<file path="src/include/emb_pkg.sv">
package emb_pkg;
  // ****************************************************************
  // Bus geometry
  // ****************************************************************
  localparam int ADDR_W       = 24;          // 16-megabyte linear space
  localparam int DATA_W       = 16;          // Widest external data path
  localparam int NUM_AREAS    = 3;           // Select and wait channels
  localparam int CLK_DIV      = 4;           // Clock pin divide ratio
  // ****************************************************************
  // Reset values and cycle counts
  // ****************************************************************
  localparam logic [1:0] DIV_RST = 2'h0;     // Divider phase after reset
  localparam int ADDR_CYC     = 1;           // Address phase length, cycles
  localparam int STROBE_CYC   = 2;           // Strobe phase length, cycles
  localparam int HOLD_CYC     = 1;           // Recovery after strobe, cycles
  localparam int SYNC_CYC     = 2;           // Pin synchroniser depth, cycles
  // Bus cycle states
  typedef enum logic [2:0] {
    EMB_IDLE, EMB_ADDR, EMB_STROBE, EMB_HOLD, EMB_GRANT
  } emb_state_type;
endpackage

</file>
<file path="src/hw/emb_bus_if.sv">
`timescale 1ns/1ps
// How it works
// RULE1 - Read strobe shown for internal reads when enabled
// RULE2 - Low write strobe for data bits 0-7
// RULE3 - High write strobe for data bits 8-15
// RULE4 - Wait input holds strobe phase
// RULE5 - Bus request floats data, address, strobes, selects
// RULE6 - Grant asserted after pins float; the code asserts grant on the same edge that the output enables drop
// RULE7 - Direction high on read, low on write
// RULE8 - Select low while address in its area
// RULE9 - Three independent select and wait channels
// RULE10 - Low 16 address bits share data pins
// RULE11 - Latch strobe marks address, can be disabled
// RULE12 - Per-area 8 or 16 bit width, split accesses
// RULE13 - Width from area settings, not mode pin
// RULE14 - External master cannot reach internal memory
// RULE15 - Clock pin divides by four, high in reset
// RULE16 - Linear 16-megabyte space for code and data
// RULE17 - Reset floats latch strobe, pins to port mode
// RULE18 - Grant after cycle ends, released on request removal
module emb_bus_if
  import emb_pkg::*;
(
  input  wire logic                  ref_clk_i,
  input  wire logic                  sys_rst_i,
  // Core request side
  input  wire logic                  req_valid_i,       // Start of an access
  input  wire logic                  req_write_i,       // 1 write, 0 read
  input  wire logic                  req_dummy_i,       // Dummy cycle, direction high
  input  wire logic                  req_internal_i,    // Access targets internal memory
  input  wire logic [ADDR_W-1:0]     req_addr_i,
  input  wire logic [1:0]            req_byte_en_i,     // Bit 0 low lane, bit 1 high lane
  input  wire logic [DATA_W-1:0]     req_wdata_i,
  output logic                       req_ready_o,       // Access accepted
  output logic                       rsp_valid_o,       // Access finished
  output logic [DATA_W-1:0]          rsp_rdata_o,
  // Configuration bits
  input  wire logic                  bus_enable_i,      // Pins in bus mode, else port mode
  input  wire logic                  read_pin_enable_bit_i,
  input  wire logic                  read_pin_function_bit_i,
  input  wire logic                  latch_enable_i,    // Address latch strobe enable
  input  wire logic                  port1_wide_i,      // Port 1 carries data bits 8-15
  input  wire logic [NUM_AREAS-1:0]  area_en_i,
  input  wire logic [NUM_AREAS-1:0]  area_wide_i,       // 1 area is 16 bits wide
  input  wire logic [NUM_AREAS-1:0]  area_wait_en_i,    // Area honours wait pin
  input  wire logic [ADDR_W-1:0]     area_base_i [NUM_AREAS],
  input  wire logic [ADDR_W-1:0]     area_mask_i [NUM_AREAS],
  input  wire logic                  bus_width_mode_pin_i, // Strapped, unused for sizing
  // External pins
  input  wire logic [DATA_W-1:0]     ad_i,
  output logic [DATA_W-1:0]          ad_o,
  output logic [DATA_W-1:0]          ad_oe_o,
  output logic [ADDR_W-1:DATA_W]     addr_hi_o,
  output logic                       addr_hi_oe_o,
  output logic                       read_n_o,
  output logic                       write_n_o,
  output logic                       high_write_strobe_n_o,
  output logic                       strobe_oe_o,       // Read and both writes
  output logic                       rw_o,
  output logic [NUM_AREAS-1:0]       select_area_n_o,
  output logic                       select_oe_o,
  output logic                       latch_o,
  output logic                       latch_oe_o,
  input  wire logic                  wait_n_i,
  input  wire logic                  bus_request_n_i,
  output logic                       bus_grant_n_o,
  output logic                       clk_o,
  output logic                       port_mode_o        // Pins returned to port use
);
  // ****************************************************************
  // Pin synchronisers
  // ****************************************************************
  logic [DATA_W-1:0] ad_s1_r, ad_s2_r;   // Data needs two stages too
  logic [1:0]        wait_s_r, breq_s_r;
  always_ff @(posedge ref_clk_i or posedge sys_rst_i) begin
    if (sys_rst_i) begin
      ad_s1_r  <= '0;
      ad_s2_r  <= '0;
      wait_s_r <= 2'h3;
      breq_s_r <= 2'h3;
    end else begin
      ad_s1_r  <= ad_i;
      ad_s2_r  <= ad_s1_r;
      wait_s_r <= {wait_s_r[0], wait_n_i};
      breq_s_r <= {breq_s_r[0], bus_request_n_i};
    end
  end
  wire wait_req = ~wait_s_r[1];
  wire bus_req  = ~breq_s_r[1];

  // ****************************************************************
  // Clock pin divider
  // ****************************************************************
  logic [1:0] div_r;
  always_ff @(posedge ref_clk_i or posedge sys_rst_i) begin
    if (sys_rst_i) div_r <= DIV_RST;
    else div_r <= div_r + 2'h1;                    // see RULE15
  end
  // Pin held high in reset, then half period of two cycles
  always_ff @(posedge ref_clk_i or posedge sys_rst_i) begin
    if (sys_rst_i) clk_o <= 1'b1;                  // see RULE15
    else clk_o <= ~div_r[1];                       // see RULE15
  end

  // ****************************************************************
  // Cycle state and captured request
  // ****************************************************************
  emb_state_type     st_r, st_nxt;
  logic [ADDR_W-1:0] addr_r;      // Full 24-bit address, see RULE16
  logic [DATA_W-1:0] wdata_r;
  logic [1:0]        be_r;
  logic              wr_r, dummy_r, int_r, second_r;
  logic [1:0]        cnt_r;

  // Area decode on the request address and on the captured address
  logic [NUM_AREAS-1:0] hit_req, hit_cur;
  for (genvar g = 0; g < NUM_AREAS; g++) begin : g_area  // see RULE9
    assign hit_req[g] = area_en_i[g] &
                        (((req_addr_i ^ area_base_i[g]) & ~area_mask_i[g]) == '0);
    assign hit_cur[g] = area_en_i[g] &
                        (((addr_r ^ area_base_i[g]) & ~area_mask_i[g]) == '0);  // see RULE8
  end
  // Priority: lowest area wins
  wire narrow_req = hit_req[0] ? ~area_wide_i[0] : hit_req[1] ? ~area_wide_i[1] :
                    hit_req[2] ? ~area_wide_i[2] : ~port1_wide_i;               // see RULE13
  wire narrow_cur = hit_cur[0] ? ~area_wide_i[0] : hit_cur[1] ? ~area_wide_i[1] :
                    hit_cur[2] ? ~area_wide_i[2] : ~port1_wide_i;               // see RULE12
  wire wait_ok = |(hit_cur & area_wait_en_i) | ~|hit_cur;                       // see RULE9
  // A narrow area with both lanes needs a second byte access
  wire split   = narrow_cur & (be_r == 2'h3) & ~second_r;                       // see RULE12

  wire start   = (st_r == EMB_IDLE) & req_valid_i & bus_enable_i & ~bus_req;
  // Wait-enabled strobes outlast the synchroniser, so a wait raised at strobe start is seen
  wire [1:0] strobe_min = wait_ok ? 2'(STROBE_CYC - 1 + SYNC_CYC) : 2'(STROBE_CYC - 1);
  wire strobe_done = (cnt_r >= strobe_min) & ~(wait_req & wait_ok);             // see RULE4
  // Reads linger in hold until the synchronised data pins carry the strobe's data
  wire [1:0] hold_min = wr_r ? 2'(HOLD_CYC - 1) : 2'(HOLD_CYC - 1 + SYNC_CYC);
  wire hold_end = (cnt_r == hold_min);

  always_comb begin
    st_nxt = st_r;
    case (st_r)
      EMB_IDLE:   if (bus_req) st_nxt = EMB_GRANT;                              // see RULE18
                  else if (start) st_nxt = EMB_ADDR;
      EMB_ADDR:   if (cnt_r == 2'(ADDR_CYC - 1)) st_nxt = EMB_STROBE;
      EMB_STROBE: if (strobe_done) st_nxt = EMB_HOLD;
      EMB_HOLD:   if (hold_end) st_nxt = split ? EMB_ADDR : EMB_IDLE;
      EMB_GRANT:  if (!bus_req) st_nxt = EMB_IDLE;                              // see RULE18
      default:    st_nxt = EMB_IDLE;
    endcase
  end

  always_ff @(posedge ref_clk_i or posedge sys_rst_i) begin
    if (sys_rst_i) begin
      st_r <= EMB_IDLE;
      cnt_r <= 2'h0;
    end else begin
      st_r  <= st_nxt;
      // Saturate so a long wait never wraps the phase count
      cnt_r <= (st_nxt != st_r) ? 2'h0 : (cnt_r == 2'h3) ? cnt_r : cnt_r + 2'h1;
    end
  end

  // Capture request; second half moves to the odd byte
  always_ff @(posedge ref_clk_i or posedge sys_rst_i) begin
    if (sys_rst_i) begin
      addr_r <= '0; wdata_r <= '0; be_r <= 2'h0;
      wr_r <= 1'b0; dummy_r <= 1'b0; int_r <= 1'b0; second_r <= 1'b0;
    end else if (start) begin
      addr_r   <= req_addr_i;
      wdata_r  <= req_wdata_i;
      be_r     <= req_byte_en_i;
      wr_r     <= req_write_i;
      dummy_r  <= req_dummy_i;
      int_r    <= req_internal_i;
      second_r <= 1'b0;
    end else if (st_r == EMB_HOLD && st_nxt == EMB_ADDR) begin
      addr_r   <= addr_r | 24'h000001;                                          // see RULE12
      be_r     <= 2'h2;
      second_r <= 1'b1;
    end
  end

  // Read data: narrow areas return bytes on low lane
  always_ff @(posedge ref_clk_i or posedge sys_rst_i) begin
    if (sys_rst_i) rsp_rdata_o <= '0;
    else if (st_r == EMB_HOLD && hold_end && !wr_r) begin
      if (!narrow_cur) rsp_rdata_o <= ad_s2_r;
      else if (addr_r[0]) rsp_rdata_o[15:8] <= ad_s2_r[7:0];
      else rsp_rdata_o[7:0] <= ad_s2_r[7:0];
    end
  end

  // ****************************************************************
  // Pin drive
  // ****************************************************************
  wire in_cycle  = (st_r == EMB_ADDR) | (st_r == EMB_STROBE) | (st_r == EMB_HOLD);
  wire ext_cyc   = in_cycle & ~int_r;
  wire drive_bus = bus_enable_i & (st_r != EMB_GRANT);                          // see RULE5
  wire rd_strobe = (st_r == EMB_STROBE) & ~wr_r &
                   (~int_r | (~read_pin_enable_bit_i & read_pin_function_bit_i)); // see RULE1
  // Byte lane write strobes; narrow odd byte still goes out on low lane
  // Dummy cycles keep direction high and so never strobe a write
  wire lo_wr = (st_r == EMB_STROBE) & ext_cyc & wr_r & ~dummy_r & (narrow_cur | be_r[0]); // see RULE2
  wire hi_wr = (st_r == EMB_STROBE) & ext_cyc & wr_r & ~dummy_r & ~narrow_cur & be_r[1];  // see RULE3
  wire [DATA_W-1:0] wdat = (narrow_cur & addr_r[0]) ? {8'h00, wdata_r[15:8]} : wdata_r;
  wire [DATA_W-1:0] ad_val = (st_r == EMB_ADDR) ? addr_r[15:0] : wdat;           // see RULE10
  wire ad_drv = drive_bus & ext_cyc & ((st_r == EMB_ADDR) | wr_r);

  always_ff @(posedge ref_clk_i or posedge sys_rst_i) begin
    if (sys_rst_i) begin
      ad_o <= '0; ad_oe_o <= '0; addr_hi_o <= '0; addr_hi_oe_o <= 1'b0;
      read_n_o <= 1'b1; write_n_o <= 1'b1; high_write_strobe_n_o <= 1'b1;
      strobe_oe_o <= 1'b0; rw_o <= 1'b1; select_area_n_o <= '1; select_oe_o <= 1'b0;
      latch_o <= 1'b0; latch_oe_o <= 1'b0;                                      // see RULE17
      bus_grant_n_o <= 1'b1; port_mode_o <= 1'b1;                               // see RULE17
      req_ready_o <= 1'b0; rsp_valid_o <= 1'b0;
    end else begin
      ad_o          <= ad_val;
      ad_oe_o       <= {DATA_W{ad_drv}};
      addr_hi_o     <= addr_r[ADDR_W-1:DATA_W];
      addr_hi_oe_o  <= drive_bus;                                               // see RULE5
      read_n_o      <= ~rd_strobe;
      write_n_o     <= ~lo_wr;
      high_write_strobe_n_o <= ~hi_wr;
      strobe_oe_o   <= drive_bus;
      rw_o          <= ~(in_cycle & wr_r & ~dummy_r);                          // see RULE7
      select_area_n_o <= ~(hit_cur & {NUM_AREAS{ext_cyc}});                    // see RULE8
      select_oe_o   <= drive_bus;
      latch_o       <= (st_r == EMB_ADDR) & ext_cyc & latch_enable_i;          // see RULE11
      latch_oe_o    <= bus_enable_i & latch_enable_i;                          // see RULE11
      bus_grant_n_o <= ~(st_r == EMB_GRANT);                                    // see RULE6
      port_mode_o   <= ~bus_enable_i;
      req_ready_o   <= start;
      rsp_valid_o   <= (st_r == EMB_HOLD) & (st_nxt == EMB_IDLE);
    end
  end

  // ****************************************************************
  // Checks
  // ****************************************************************
  property p_grant_floats;
    @(posedge ref_clk_i) disable iff (sys_rst_i)
    !bus_grant_n_o |-> !strobe_oe_o && !select_oe_o && ad_oe_o == '0;
  endproperty
  a_grant_floats: assert property (p_grant_floats) // see RULE5
    else $error("grant while bus driven");
  // Grant register follows the state that the request sampled one edge earlier
  property p_grant_req;
    @(posedge ref_clk_i) disable iff (sys_rst_i)
    $fell(bus_grant_n_o) |-> $past(bus_req);
  endproperty
  a_grant_req: assert property (p_grant_req) // see RULE18
    else $error("grant without request");
  property p_rw_write;
    @(posedge ref_clk_i) disable iff (sys_rst_i)
    !write_n_o |-> !rw_o;
  endproperty
  a_rw_write: assert property (p_rw_write) // see RULE7
    else $error("write strobe with direction high");
  property p_rd_dir;
    @(posedge ref_clk_i) disable iff (sys_rst_i)
    !read_n_o |-> rw_o && write_n_o && high_write_strobe_n_o;
  endproperty
  a_rd_dir: assert property (p_rd_dir) // see RULE7
    else $error("read strobe overlaps write");
  property p_wait_hold;
    @(posedge ref_clk_i) disable iff (sys_rst_i)
    (st_r == EMB_STROBE && wait_req && wait_ok) |=> st_r == EMB_STROBE;
  endproperty
  a_wait_hold: assert property (p_wait_hold) // see RULE4
    else $error("strobe ended under wait");
  property p_clk_div;
    @(posedge ref_clk_i) disable iff (sys_rst_i)
    $rose(clk_o) |=> clk_o ##1 !clk_o;
  endproperty
  a_clk_div: assert property (p_clk_div) // see RULE15
    else $error("clock pin not divided by four");
  property p_hi_narrow;
    @(posedge ref_clk_i) disable iff (sys_rst_i)
    (st_r == EMB_STROBE && narrow_cur) |=> high_write_strobe_n_o;
  endproperty
  a_hi_narrow: assert property (p_hi_narrow) // see RULE3
    else $error("high strobe on narrow area");
  property p_latch_off;
    @(posedge ref_clk_i) disable iff (sys_rst_i)
    $past(!latch_enable_i) |-> !latch_o;
  endproperty
  a_latch_off: assert property (p_latch_off) // see RULE11
    else $error("latch strobe while disabled");
endmodule // emb_bus_if

</file>
<file path="config.mk">
export PLATFORM = sky130hd
export DESIGN_NAME = emb_bus_if
export DESIGN_NICKNAME = d
export VERILOG_FILES = /design/src/include/emb_pkg.sv /design/src/hw/emb_bus_if.sv
export SDC_FILE = /design/constraint.sdc
export NUM_CORES = 1
export LEC_CHECK = 0
export BUFFER_PORTS_ARGS = -buffer_cell sky130_fd_sc_hd__buf_2
export CAP_MARGIN = 20
export CORE_MARGIN = 1
export CORE_UTILIZATION = 43
export CTS_BUF_LIST = sky130_fd_sc_hd__clkbuf_16
export CTS_CLUSTER_SIZE = 30
export DETAILED_ROUTE_END_ITERATION = 8
export PLACE_DENSITY_LB_ADDON = 0.2
export SLEW_MARGIN = 25
export SYNTH_ARGS = -nofsm -noshare
export SYNTH_HDL_FRONTEND = slang
export SYNTH_SLANG_ARGS = --single-unit
</file>
<file path="constraint.sdc">
create_clock -name ref_clk_i -period 3.9 [get_ports ref_clk_i]
set_input_delay 0.39 -clock ref_clk_i [delete_from_list [all_inputs] [get_ports ref_clk_i]]
set_output_delay 0.39 -clock ref_clk_i [all_outputs]
set_load 0.02 [all_outputs]
</file>
* Word level (Yosys, flattened, before mapping) *
Cells that the tools add are included.

word-level totals
  logic and storage cells = 158
  output and inout bits = 73
  bits of input ports = 225
  bits in registers = 145

cells by class
  bitwise gates (word level) = 67
  eq/ne operators = 13
  add/sub/neg operators = 2
  muxes and demuxes = 26
  reductions and logical operators = 16
  $lt $le $gt $ge = 1

operators by type and width
  kind                   count
  $and A24 B24 Y24       3
  $logic_not A24 Y1      3
  $not A24 Y24           3
  $xor A24 B24 Y24       3
  $mux W16               3
  $and A1 B1 Y1          30
  $mux W24               1
  $not A1 Y1             19
  $mux W3                6
  $mux W8                2
  $pmux W3 S5            1
  $mux W2                6
  $mux W1                7
  $and A3 B3 Y3          2
  $eq A3 B1 Y1 const B   2
  $eq A3 B2 Y1 const B   2
  $logic_not A3 Y1       2
  $ne A2 B2 Y1 const B   3
  $or A1 B1 Y1           6
  $reduce_or A3 Y1       2
  $add A2 B1 Y2 const B  2
  $eq A2 B2 Y1 const B   2
  $reduce_and A2 Y1      2
  $eq A3 B3 Y1 const B   1
  9 further kinds        12

* Logic depth before layout (Yosys ltp) *
Gate-level depths: netlist of run 1.

  depth in word-level cells = 16
  mapped depth = 13
  depth with buffers taken out = 12

* Worst setup path after synthesis of run 1 *
Ideal clock, no wire load.

  kind = reg2reg
  start point = reg addr_r[1]
  end point = reg st_r[0]
  slack = 1.221 ns
  data required time = 3.761 ns
  path buffers = 1
  data arrival time = 2.540 ns
  period minus slack after synthesis = 2.679 ns
  stages on the path, launching flop included = 12
  library setup time = 0.139 ns
  cell sequence = dfrtp_1 buf_6 xnor2_2 o22ai_2 nor4_4 and4_4 or3_1 and2_1 ha_1 a21oi_1 nor3_1 or4_4

on the way
  word-level cells in the longest chain between the ends = 12
  elaborated cells on any way between the ends = 31
  classes of those cells = order compare: 1; mux: 8; bitwise: 16; reduce/logical: 6

RTL lines
  what                                             line                                  source
  from (decl)                                      emb_bus_if.sv:109                     logic [ADDR_W-1:0] addr_r;
  from (signal assigned)                           emb_bus_if.sv:170                     addr_r <= req_addr_i;
  from (signal assigned)                           emb_bus_if.sv:178                     addr_r <= addr_r | 24'h000001;
  $xor A24 B24 Y24                                 emb_bus_if.sv:121                     (((addr_r ^ area_base_i[g]) & ~area_mask_i[g]) == '0);
  $and A24 B24 Y24                                 emb_bus_if.sv:121
  $logic_not A24 Y1                                emb_bus_if.sv:121
  $and A1 B1 Y1                                    emb_bus_if.sv:120                     assign hit_cur[g] = area_en_i[g] &
  $and A3 B3 Y3 (tied with other cells)            emb_bus_if.sv:128                     wire wait_ok = |(hit_cur & area_wait_en_i) | ~|hit_cur;
  $reduce_or A3 Y1 (tied with other cells)         emb_bus_if.sv:128
  $or A1 B1 Y1 / $mux W1 (equally long branches)   emb_bus_if.sv:128, emb_bus_if.sv:126
  $mux W2 (tied with other cells)                  emb_bus_if.sv:134                     wire [1:0] strobe_min = wait_ok ? 2'(STROBE_CYC - 1 + SYNC_CYC) : 2'(STROBE_CYC - 1);
  $ge A2 B2 Y1 (tied with other cells)             emb_bus_if.sv:135                     wire strobe_done = (cnt_r >= strobe_min) & ~(wait_req & wait_ok);
  $and A1 B1 Y1 / $mux W1 (equally long branches)  emb_bus_if.sv:135, emb_bus_if.sv:147
  $mux W3, on equally long branches                emb_bus_if.sv:146, emb_bus_if.sv:147
  $pmux W3 S5 *                                    emb_bus_if.sv:142                     case (st_r)
  net st_nxt[0]                                    emb_bus_if.sv:108                     emb_state_type st_r, st_nxt;
  to (signal assigned)                             emb_bus_if.sv:158                     st_r <= st_nxt;
  to (decl)                                        emb_bus_if.sv:108

The timed path passes the listed nets; every way through them passes the cells marked *.
A chain may end at the register's enable or synchronous reset.

* Worst setup path after layout of run 1 *
  start point = reg addr_r[20]
  end point = reg st_r[0]

The elaborated chain is that of the path after synthesis.

==> results of run 1 <==
-- path summary, 6_finish.rpt --
kind	start	to	slack (ns)	cells past startpoint
min	bus_request_n_i	breq_s_r[0]$_DFF_PP1_	0.07	1
min in group asynchronous	sys_rst_i	ad_s1_r[1]$_DFF_PP0_	0.17	3
min reg2reg	ad_s1_r[3]$_DFF_PP0_	ad_s2_r[3]$_DFF_PP0_	0.34	0
max in group asynchronous	sys_rst_i	ad_oe_o[0]$_DFF_PP0_	3.12	3
max	addr_r[20]$_DFFE_PP0P_	st_r[0]$_DFF_PP0_	0.73	10
max reg2reg	addr_r[20]$_DFFE_PP0P_	st_r[0]$_DFF_PP0_	0.73	10
-- power groups by stage --
stage	sequential, uW	combinational, uW	clock (uW)
finish	2400	1690	1620
global route	2460	1840	1730
CTS	2410	1710	1650
detailed placement	2430	1700	0
global placement	2410	1650	0
floorplan	2310	1270	0
-- final cells by class --
cell class | instances | area (sq um) | area share
Antenna cell | 4 | 10.0 | 0.00117
Clock buffer | 17 | 425 | 0.0497
Sequential cell | 145 | 3650 | 0.426
Timing Repair Buffer | 301 | 1530 | 0.179
Inverter | 11 | 45.0 | 0.00526
Multi-Input combinational cell | 321 | 2510 | 0.293
Clock inverter | 15 | 168 | 0.0196
Tap cell | 184 | 230 | 0.0269
-- cells in the final DEF, fill, tap and decap left out, types with 4 or more instances in the layout --
master	netlist	layout
sky130_fd_sc_hd__buf_4	19	4
sky130_fd_sc_hd__dfstp_2	14	14
sky130_fd_sc_hd__clkbuf_16	0	17
sky130_fd_sc_hd__buf_2	7	296
sky130_fd_sc_hd__mux2i_1	8	8
sky130_fd_sc_hd__nand2_1	28	28
sky130_fd_sc_hd__nor4_1	4	4
sky130_fd_sc_hd__a2bb2oi_1	8	8
sky130_fd_sc_hd__nand3_1	10	10
sky130_fd_sc_hd__nor2_1	27	26
sky130_fd_sc_hd__nor3_1	8	7
sky130_fd_sc_hd__dfrtp_1	131	131
sky130_fd_sc_hd__diode_2	0	4
sky130_fd_sc_hd__xnor2_2	4	4
sky130_fd_sc_hd__o22ai_2	4	4
sky130_fd_sc_hd__a21oi_1	16	16
sky130_fd_sc_hd__nand2b_1	4	4
sky130_fd_sc_hd__xnor2_1	70	70
sky130_fd_sc_hd__o21ai_0	8	8
sky130_fd_sc_hd__mux2_2	52	52
sky130_fd_sc_hd__o22ai_1	39	39
sky130_fd_sc_hd__inv_1	11	11
-- worst max-delay path: stages, from the launching register on --
cell	delay [ns]
sky130_fd_sc_hd__dfrtp_1	0.47
sky130_fd_sc_hd__xnor2_1	0.24
sky130_fd_sc_hd__o22ai_1	0.11
sky130_fd_sc_hd__nor4_1	0.41
sky130_fd_sc_hd__and4_1	0.44
sky130_fd_sc_hd__a222oi_1	0.15
sky130_fd_sc_hd__and2_1	0.19
sky130_fd_sc_hd__ha_1	0.27
sky130_fd_sc_hd__a21oi_1	0.19
sky130_fd_sc_hd__nor3_1	0.07
sky130_fd_sc_hd__or4_4	0.50
-- kinds of logic (layout without fill, tap and decap cells) --
logic type               Yosys count  in the layout  synth area share
multiplexers                      60             60             0.102
AO/OA/AOI/OAI                     85             85            0.0927
adder cells (fa/ha/maj)            3              3           0.00577
buffers and inverters             59            344            0.0550
XOR/XNOR                          75             75             0.106
AND/OR/NAND/NOR                   98             98            0.0777
flip-flops                       145            145             0.561
other                              0              4                 0
-- cell usage after synthesis, drive strengths merged --
cell type    n
or2          1
nor4bb       1
or3          1
clkbuf      15
inv         11
ha           3
a21oi       16
nand2       29
a2bb2oi      8
a41oi        1
a222oi       1
o22ai       43
and3         1
xnor2       74
a211o        2
o211ai       2
a211oi       1
xor2         1
dfrtp      131
mux2        52
and2         3
o21ai        8
nand2b       4
or4b         1
a21o         1
nand3b       1
nor4         6
buf         33
nor2b        1
nor2        27
o21a         1
dfstp       14
a21boi       1
mux2i        8
or4          1
and4         3
nand3       10
nor3         8
-- flip-flops by register name, indices dropped and copies added (netlist names), 2 cells and up --
name and flops:
addr_hi_o 8, ad_s2_r 16, wait_s_r 2, addr_r 24
ad_s1_r 16, wdata_r 16, ad_o 16, div_r 2
rsp_rdata_o 16, select_area_n_o 3, be_r 2, cnt_r 2
breq_s_r 2, st_r 3
-- through the flow --
stage	hold slack [ns]	total power, uW
2_1_floorplan	0.331	3580
3_3_place_gp	0.332	4060
3_5_place_dp	0.335	4120
4_1_cts	0.0551	5770
5_1_grt	0.0530	6020
6_report	0.0726	5710
-- routing by layer --
metal / track usage / up-vias / wire, um
met5: 0 / - / 0
met4: 0.115 / 0 / 482
met3: 0.0582 / 31 / 1120
met2: 0.440 / 172 / 9990
met1: 0.315 / 2454 / 7890
li1: - / 2355 / -
==> flow_results.org, run 1 <==
** CTS
- After clock tree synthesis, the clock-pin slew on the worst setup and hold paths is 0.06 ns.
- The tree is rooted in a sky130_fd_sc_hd__clkbuf_16.
- CTS tree :: done
- In this run, CTS created clock tree buffers numbering 17.
- Gates resized during post-CTS repair numbered 0.
- The clock tree synthesis step divided the H-tree into 4 levels.
- Clock latency reported for the late side of the worst-skew pair :: 0.42 ns
- Count of clock tree sinks :: 145
- Hold bufs inserted after CTS :: 0
- Once the clock tree was built, the setup fixing pass inserted 0 buffers.
- Buffers from clock root to sink, at most :: 2

** Die
- Initial standard-cell utilization of the core :: 0.444
- Io pins :: around 300
- The floorplan step set the die width to approximately 120 um.
- In this run the vertical extent of the chip is 125 um.
- Die area :: 15,600 sq um
- The initialized floorplan defines 44 standard-cell rows.
- The region available for standard cell placement spans 14,600 sq um.

** Cells and area
- Of the cells placed in the final design, the portion with a size suffix greater than 1 is 0.517.
- The finished layout holds 998 standard cells, fillers aside.
- Area delta synth->final :: 31.7%
- For this run, the share of the core covered by cells in the final layout is 0.585.
- After routing the design area is around 8600 sq um.
- Final net count :: between 1,000 and 1,500
- Fill cells in the final layout number 1,241.

** Critical path
- Required time reported for the critical path endpoint :: 4.18 ns
- The worst setup path is captured at a register.
- Crit Path Category :: reg2reg
- Data arrives at the worst endpoint at 3.46 ns.
- The worst setup path is launched from a register.
- In this run the worst path has a maximum fanout of 5.

** STA
- The final hold violation count was 0.
- Timing-limited maximum frequency :: 315 MHz
- Clock skew on the completed layout was measured at approximately 0.0095 ns.
- At the pin with the least slew margin, the transition time is approximately 0.93 ns.
- Headroom to the max-slew limit came out at 0.381.
- The max-slew violation count is 0.
- Of the available clock period, the critical path in the final layout requires 0.813.
- Final number of setup-violating endpoints :: 0
- Setup_tns :: 0 ns
- Minimum clock period :: 3.17 ns
- Once routing completed, OpenROAD measured the worst setup slack at around 0.73 ns.
- Setup repair after global routing left no endpoint under its margin.

** Synthesis
- The Yosys step of the flow raised 0 warnings.
- Share of the yosys chip area belonging to registers :: 0.561
- When the netlist entered floorplanning its net count stood at 753.
- In this run, distinct cell masters in the synthesized netlist total 49.
- Post-synthesis average cell area :: 12.4 sq um
- Ranked by total cell area, the synthesized netlist is headed by sky130_fd_sc_hd__dfrtp_1, sky130_fd_sc_hd__xnor2_1, sky130_fd_sc_hd__mux2_2.
- After synthesis the netlist holds a flip-flop and latch count of 145.
- Post-synth top area cell :: sky130_fd_sc_hd__dfrtp_1
- Of the post-synthesis cell area, the dominant cell type holds 0.504.
- Cell Area, Synth :: 6500 sq um
- Counting every instance in the synthesized netlist gives 525.

** Routing
- Vias/cell :: 5.02
- Once detail routing completed, the nets flagged for antenna violations numbered 0.
- Total iterations of the first detailed-routing run :: 6
- After detailed routing, the average wire length per cell comes to 19.5 um.
- DRC :: 46
- Total wire length :: 19,500 um
- The routed layout has 5,012 vias.
- Starting DRC count in detailed routing :: 281

** Outcome
- Failing checks :: design-rule violations
- Status :: finished, violations left

** Global routing
- Global-route wire length before repair :: 29,600 um
- Across every metal layer, demand over resource in global routing totals 0.259.
- Entering global routing, the biggest net connects 146 pins.
- Grt total ovfl :: 0
- Number of global-route vias before repair :: roughly 5,300
- Initial antenna violation count :: 4

** Placement
- Routability-driven placement finished with a final weighted congestion of 0.990.
- Detail Placement HPWL :: about 15,000 um
- Before CTS, the worst setup slack after placement is approximately 0.75 ns.
- The number of placed instances, taps included, is 962.
- Cell Area, Placed :: 7960 sq um
- Input and output buffers added on the ports amount to 296.

** Power
- In this run the power density over the cells is 667 nW/um^2.
- Of the total power, the share spent switching nets is 0.340.
- Power share of the combinational group :: 0.296
- Register share of total power :: 0.420
- The analysis attributes to net switching a power of just under 2000 uW.
- IR analysis of the VDD net gives a maximum drop of ~0.00050 V.
- Clock Power Share :: 0.283
- P_leak :: 0.00419 uW
- Total internal power :: 3770 uW

** Worst hold path
- Class of the most critical hold timing path :: in2reg

** Flow run
- Max_cap viols :: 0
No activity file was read; power rests on OpenSTA's default activity.
==> inputs of run 2 (changes only) <==
- clock period: 3.9 -> 2.88 ns (I/O delays scaled with it)
==> flow_results.org, run 2 (same netlist as run 1, synthesis figures left out) <==
** CTS
- Count of clock tree sinks :: 145
- Buffers from clock root to sink, at most :: 2
- Clock latency reported for the late side of the worst-skew pair :: between 0.4 and 0.5 ns
- The cell sitting at the root of the clock tree is a sky130_fd_sc_hd__clkbuf_16.
- H-Tree Depth :: 4
- Clock transition at path regs :: 0.07 ns
- TritonCTS built the clock tree.
- Counting the buffers created by CTS gives 17.

** Routing
- The detailed router placed 5,242 vias in this run.
- Starting DRC count in detailed routing :: between 200 and 300
- In the routed design, unresolved DRC markers number 92.
- The detail route stage leaves a number of antenna-violating nets equal to 0.
- Total wire length :: roughly 20,000 um
- The first TritonRoute pass finished after 7 iterations.
- Vias/cell :: between 4 and 5
- In the final routed layout, each cell accounts on average for 19.3 um.

** Critical path
- Crit Path Category :: reg2reg
- Required time reported for the critical path endpoint :: 3.17 ns
- STA classifies the critical path startpoint as a register.
- Kind of capture point of the worst setup path :: register
- The largest single stage delay on the critical path is 0.49 ns.
- Critical-path maximum fanout :: 4
- In this run the critical register-to-register path is launched from addr_r[7]$_DFFE_PP0P_.
- Traced cell by cell, the critical path runs through xnor2_2 > o22ai_2 > nor4_2 > buf_4 > and4_4 > a222oi_1 > and2_1 > ha_1 > a21oi_2 > nor3_2 > or4_4.
- The largest individual stage delay along the critical path comes from the cell sky130_fd_sc_hd__dfrtp_2.
- For flop-to-flop paths, the worst setup slack is 0.02 ns.
- The most critical setup path has its startpoint at addr_r[7]$_DFFE_PP0P_.
- Together, buffers and inverters on the worst path number 1.
- Worst EP arrival :: 3.15 ns
- Among cell families on the critical path, the largest total delay comes from simple AND/OR/NAND/NOR gates.

** Placement
- Detail Placement HPWL :: 15,800 um
- Placed Instances :: 996
- Routability-driven placement finished with a final weighted congestion of a little under 1.
- Port Buf Inserts :: 296

** Cells and area
- Combined flip-flop and latch cell area :: 3660 sq um
- In the final design database the tool counted 1,082 nets.
- Register with the most flip-flops :: addr_r
- The multi-input combinational cells in the finished layout cover a total of 2630 sq um.
- The register with the most flip-flops in the layout has 24 of them.
- Commonest non-fill, non-tap cells in the layout :: sky130_fd_sc_hd__buf_2, sky130_fd_sc_hd__dfrtp_1, sky130_fd_sc_hd__xnor2_1
- For this run, the number of standard cells in the final layout without fillers is 1,054.
- For this run, the share of the core covered by cells in the final layout is 0.632.
- Relative to the synthesized area, the layout overhead comes to 42.4%.
- In the final layout, the share of cells above drive strength 1 is 0.569.
- The library cell used most frequently in the layout, excluding fill and tap cells, is sky130_fd_sc_hd__buf_2.
- The layout has around 1,200 filler cells.

** Global routing
- The via count of the first global-routing pass came to 5,522.
- For this run, the total global-route usage over all layers was measured as 0.269.
- Global-route wire length before repair :: ~30,000 um
- The number of antenna violations at the first check in global routing is 4.
- Entering global routing, the biggest net connects 49 pins.
- Grt total ovfl :: 0

** Die
- Io pins :: 298
- Core area :: 14,600 sq um
- The die is 125 um tall.
- Die area :: 15,600 sq um
- Die extent in x :: 125 um
- For this configuration, the core starts out at a cell density of 0.444.
- Number of placement rows :: 44

** STA
- The tightest hold path in the finished design has a slack of about 0.0017 ns.
- Final number of setup-violating endpoints :: 0
- Measured against its own limit, the worst slew margin works out to 0.396.
- Share of the clock period used by the worst path after layout :: 0.995
- The worst path in the final design needs a cycle of 2.86 ns, including I/O delays and setup.
- Clock skew on the completed layout was measured at 0.0120 ns.
- RSZ-0062 raised after global routing :: true
- The max-slew violation count is 0.
- Fin. Hold Viols :: 0
- For the pin with the worst max-slew slack, the measured transition is 0.906 ns.
- Static timing analysis puts the maximum clock frequency at 349 MHz.

** Worst hold path
- Class of the most critical hold timing path :: in2async

** Power
- Power density over the cells :: 900 nW/um^2
- Across the VDD grid, the largest voltage drop is 0.000477 V.
- P_leak :: 0.00452 uW

** Outcome
- Status :: finished, violations left
- Failing checks :: design-rule violations

** Flow run
- Across the run, the number of max-cap violations was 0.
[run 2: timing repair]
item	CTS	global route
hold buffers	18	0
resized for setup	24	17
setup buffers	4	2
pin swaps	17	24
hold endpoints to repair	18	0
setup endpoints to repair	3	10
[run 2: power by group]
part | internal [uW] | total [uW] | switching (uW)
logic | 1470 | 2780 | 1310
registers | 2610 | 3200 | 587
clock network | 1460 | 2360 | 894
total | 5540 | 8330 | 2790
[run 2: routing by layer]
metal	global-route usage	wire length (um)
met2	0.474	10700
met1	0.323	8010
met3	0.0668	1230
met5	0	9
met4	0.0875	416
[run 2: worst reg2reg max path: cells and delay by family (launching register included)]
| kind | cells | cell delay [ns] |
|---|---|---|
| compound gates | 3 | 0.37 |
| xor+xnor | 1 | 0.17 |
| simple gates | 5 | 1.27 |
| flops | 1 | 0.49 |
| fa+ha+maj | 1 | 0.28 |
| buf+inv | 1 | 0.16 |
[run 2: final timing paths]
check	to	cells past startpoint
max in group asynchronous	clk_o$_DFF_PP1_	3
setup / recovery	st_r[0]$_DFF_PP0_	11
hold / removal	ad_s2_r[13]$_DFF_PP0_	2
setup reg to reg	st_r[0]$_DFF_PP0_	11
hold reg to reg	ad_s2_r[12]$_DFF_PP0_	0
min in group ref_clk_i	port_mode_o$_DFF_PP1_	2
[run 2: through the flow]
stage	total power (uW)	setup TNS, ns	setup slack (ns)	cell area, sq um
4_1_cts	8300	0	0.00236	9150
5_1_grt	8770	-0.184	-0.0897	9260
6_report	8330	0	0.0158	9260
2_1_floorplan	4850	0	0.201	6510
3_3_place_gp	5740	-0.133	-0.133	8250
3_5_place_dp	5810	-0.178	-0.174	8250
[run 2: layout make-up]
class	instances	area share
diodes	3	0.000811
clock buffers	17	0.0460
clock inverters	15	0.0223
inverters	11	0.00487
multi-input cells	321	0.284
flip-flops and latches	145	0.396
well taps	184	0.0249
repair buffers	358	0.222
==> inputs of run 3 (changes only) <==
- CORE_ASPECT_RATIO: not set -> 1.5
- PLACE_DENSITY: not set -> 0.79
- PLACE_DENSITY_LB_ADDON: 0.2 -> not set
==> flow_results.org, run 3 (same netlist as run 1, synthesis figures left out) <==
** Worst hold path
- The worst hold path was traced through 2 stages.
- The startpoint identified for the worst hold timing path is bus_enable_i.
- The path class of the tightest hold or removal check is in2reg.
- The path with the worst hold slack has its endpoint at port_mode_o$_DFF_PP1_.

** Cells and area
- The register with the most flip-flops in the layout has 24 of them.
- In the layout the commonest cells are sky130_fd_sc_hd__buf_2, sky130_fd_sc_hd__dfrtp_1, sky130_fd_sc_hd__xnor2_1.
- Register with the most flip-flops :: addr_r
- After the last flow step, the layout net total stands at 1,076.
- Of the cells placed in the final design, the portion with a size suffix greater than 1 is 0.574.
- The library cell used most frequently in the layout, excluding fill and tap cells, is sky130_fd_sc_hd__buf_2.
- Area delta synth->final :: 42.2%
- Measured on the finished design, the core utilization comes to 0.631.

** STA
- Final worst setup slack :: -0.0183 ns
- RSZ-0062 raised after global routing :: true
- Setup violations remaining at the end of the flow were counted as 1.
- The routed design could run at a clock period as short as 2.90 ns.
- The final hold violation count is 0.
- Number of slew-limit violations in the final report :: 0
- Worst slew pin tran :: 0.932 ns
- Worst-case clock skew :: 0.00974 ns
- Static timing analysis puts the maximum clock frequency at 345 MHz.
- Across all hold checks on the routed design, the worst slack comes to 0.0453 ns.
- In this run the tightest slew margin relative to its limit is 0.379.
- In the finished design, the share of the clock period the worst path needs comes to 1.01.

** Die
- The initial utilization of the core area, before any placement, comes to 0.444.
- Io pins :: 298
- After floorplanning, the core was divided into between 50 and 60 placement rows.
- The die covers roughly 16,000 sq um.
- The region available for standard cell placement spans 14,700 sq um.
- Die extent in x :: a little over 100 um
- Floorplan die height :: 153 um

** CTS
- The H-tree generated during clock tree synthesis spans 4 levels.
- Number of clock buffers inserted by TritonCTS :: 17
- In this run the clock root is driven by a sky130_fd_sc_hd__clkbuf_16.
- After clock tree synthesis, the clock-pin slew on the worst setup and hold paths is 0.07 ns.
- CTS tree :: done
- Clock tree synthesis found a total of 145 sinks.
- At the later pin of the worst-skew pair, clock insertion delay measures 0.41 ns.
- Buffers from clock root to sink, at most :: 2

** Routing
- For this run, the detailed router's first-pass iteration total came to 4.
- For this run, design rule violations remaining after detail routing come to 0.
- After detailed routing, the total wire length is 20,400 um.
- After detailed routing, the number of vias per cell comes to 5.01.
- Number of antenna-violating nets in the routed design :: 0
- Post-detailed-route wirelength per cell :: 19.3 um
- In this run, the number of DRC markers left after iteration 0 of detailed routing was 229.
- Summing over every cut layer, the via total after detailed routing is 5,320.

** Critical path
- The worst setup path is captured at a register.
- The worst register-to-register path ends at st_r[0]$_DFF_PP0_.
- The startpoint identified for the worst register-to-register timing path is addr_r[12]$_DFFE_PP0P_.
- STA classifies the critical path startpoint as a register.
- Depth of the most critical reg-to-reg path :: 11
- Crit Path Category :: reg2reg
- Worst EP arrival :: 3.18 ns
- Of all nets on the critical path, the largest fanout is 4.
- Startpoint of the worst setup timing path :: addr_r[12]$_DFFE_PP0P_
- Register-to-register setup slack :: -0.02 ns
- Required time reported for the critical path endpoint :: 3.16 ns

** Global routing
- The first global-routing pass estimated between 30,000 and 40,000 um of wire.
- The via count of the first global-routing pass was 5,598.
- Entering global routing, the biggest net connects 146 pins.
- After global routing the overflow that remains totals 0.
- Initial antenna violation count :: 5
- In the global route stage, overall resource usage came out at 0.268.

** Placement
- Detail Placement HPWL :: around 15,000 um
- At the end of routability-driven placement, the weighted congestion stood at 0.896.
- Port Buf Inserts :: approximately 300
- Worst-case setup slack after placement :: -0.308 ns

** Outcome
- Status :: finished, violations left
- The checks that failed: negative setup slack.

** Power
- In this run the static leakage power is 0.00449 uW.
- The worst-case IR drop observed on VDD is 0.000520 V.
- For this design the ratio of total power to cell area is 890 nW/um^2.

** Flow run
- Max_cap viols :: 0
run 3: cell types whose count changed in the layout (fill, tap and decap cells not counted), moves of 2 or more:
cell and change:
sky130_fd_sc_hd__o22ai_1 -5, sky130_fd_sc_hd__o22ai_2 +5, sky130_fd_sc_hd__clkinv_8 +4, sky130_fd_sc_hd__buf_6 -3, sky130_fd_sc_hd__bufinv_16 -3, sky130_fd_sc_hd__nor4_2 -3, sky130_fd_sc_hd__buf_4 -2, sky130_fd_sc_hd__inv_8 +2
sky130_fd_sc_hd__nor4_4 +2, sky130_fd_sc_hd__o21ai_1 +2
run 3: stage by stage:
| step | power, uW | cell area, sq um | TNS [ns] | cells |
|---|---|---|---|---|
| 3_3_place_gp | 5700 | 8200 | -0.733 | 1001 |
| 5_1_grt | 8680 | 9240 | -0.141 | 1060 |
| 4_1_cts | 8180 | 9140 | 0 | 1056 |
| 3_5_place_dp | 5770 | 8200 | -0.688 | 1001 |
| 2_1_floorplan | 4850 | 6510 | 0 | 525 |
| 6_report | 8230 | 9250 | -0.0183 | 1061 |
run 3: repair_timing:
action	4_1_cts	5_1_grt
pin swaps	13	11
gates resized for setup	28	18
setup endpoints to repair	17	4
endpoints found under the hold margin	18	0
cloned	0	0
hold buffers	18	0
buffers inserted	6	1
run 3: how the worst max path moves through the flow:
stage	slack, ns	to	cells past startpoint
after floorplan	0.20	st_r[0]$_DFF_PP0_	11
after global placement	-0.30	st_r[0]$_DFF_PP0_	10
after detailed placement	-0.31	st_r[0]$_DFF_PP0_	10
after CTS	0.007	st_r[0]$_DFF_PP0_	11
after global routing	-0.14	st_r[0]$_DFF_PP0_	11
final	-0.02	st_r[0]$_DFF_PP0_	11
run 3: layout make-up:
class | count | area [sq um]
antenna | 4 | 10.0
clock buffer | 17 | 425
clock inverter | 15 | 189
fill | 1170 | 5420
inverter | 11 | 45.0
multi-input combinational | 321 | 2680
sequential | 145 | 3660
tap | 196 | 245
timing repair buffer | 352 | 1980
run 3: critical path, cell delays in order (launching register included):
cell	delay [ns]
sky130_fd_sc_hd__dfrtp_1	0.43
sky130_fd_sc_hd__buf_4	0.16
sky130_fd_sc_hd__xnor2_2	0.13
sky130_fd_sc_hd__o22ai_2	0.22
sky130_fd_sc_hd__nor4_4	0.06
sky130_fd_sc_hd__and4_4	0.21
sky130_fd_sc_hd__a222oi_1	0.43
sky130_fd_sc_hd__and2_1	0.23
sky130_fd_sc_hd__ha_4	0.21
sky130_fd_sc_hd__a21oi_2	0.16
sky130_fd_sc_hd__nor3_2	0.06
sky130_fd_sc_hd__or4_4	0.47
run 3: routing by layer:
metal  GRT usage  vias to the layer above  wire length, um
met3      0.0633                       42             1390
met2       0.474                      240            11000
li1            -                     2450                -
met5           0                        -               27
met4       0.116                        4              660
met1       0.301                     2584             7350
run 3: where the power goes:
part	switching (uW)	total [uW]	leakage, uW	internal, uW
Clock	986	2240	0.000296	1250
Combinational	1340	2800	0.00246	1460
Sequential	589	3200	0.00174	2610
Total	2910	8230	0.00449	5320
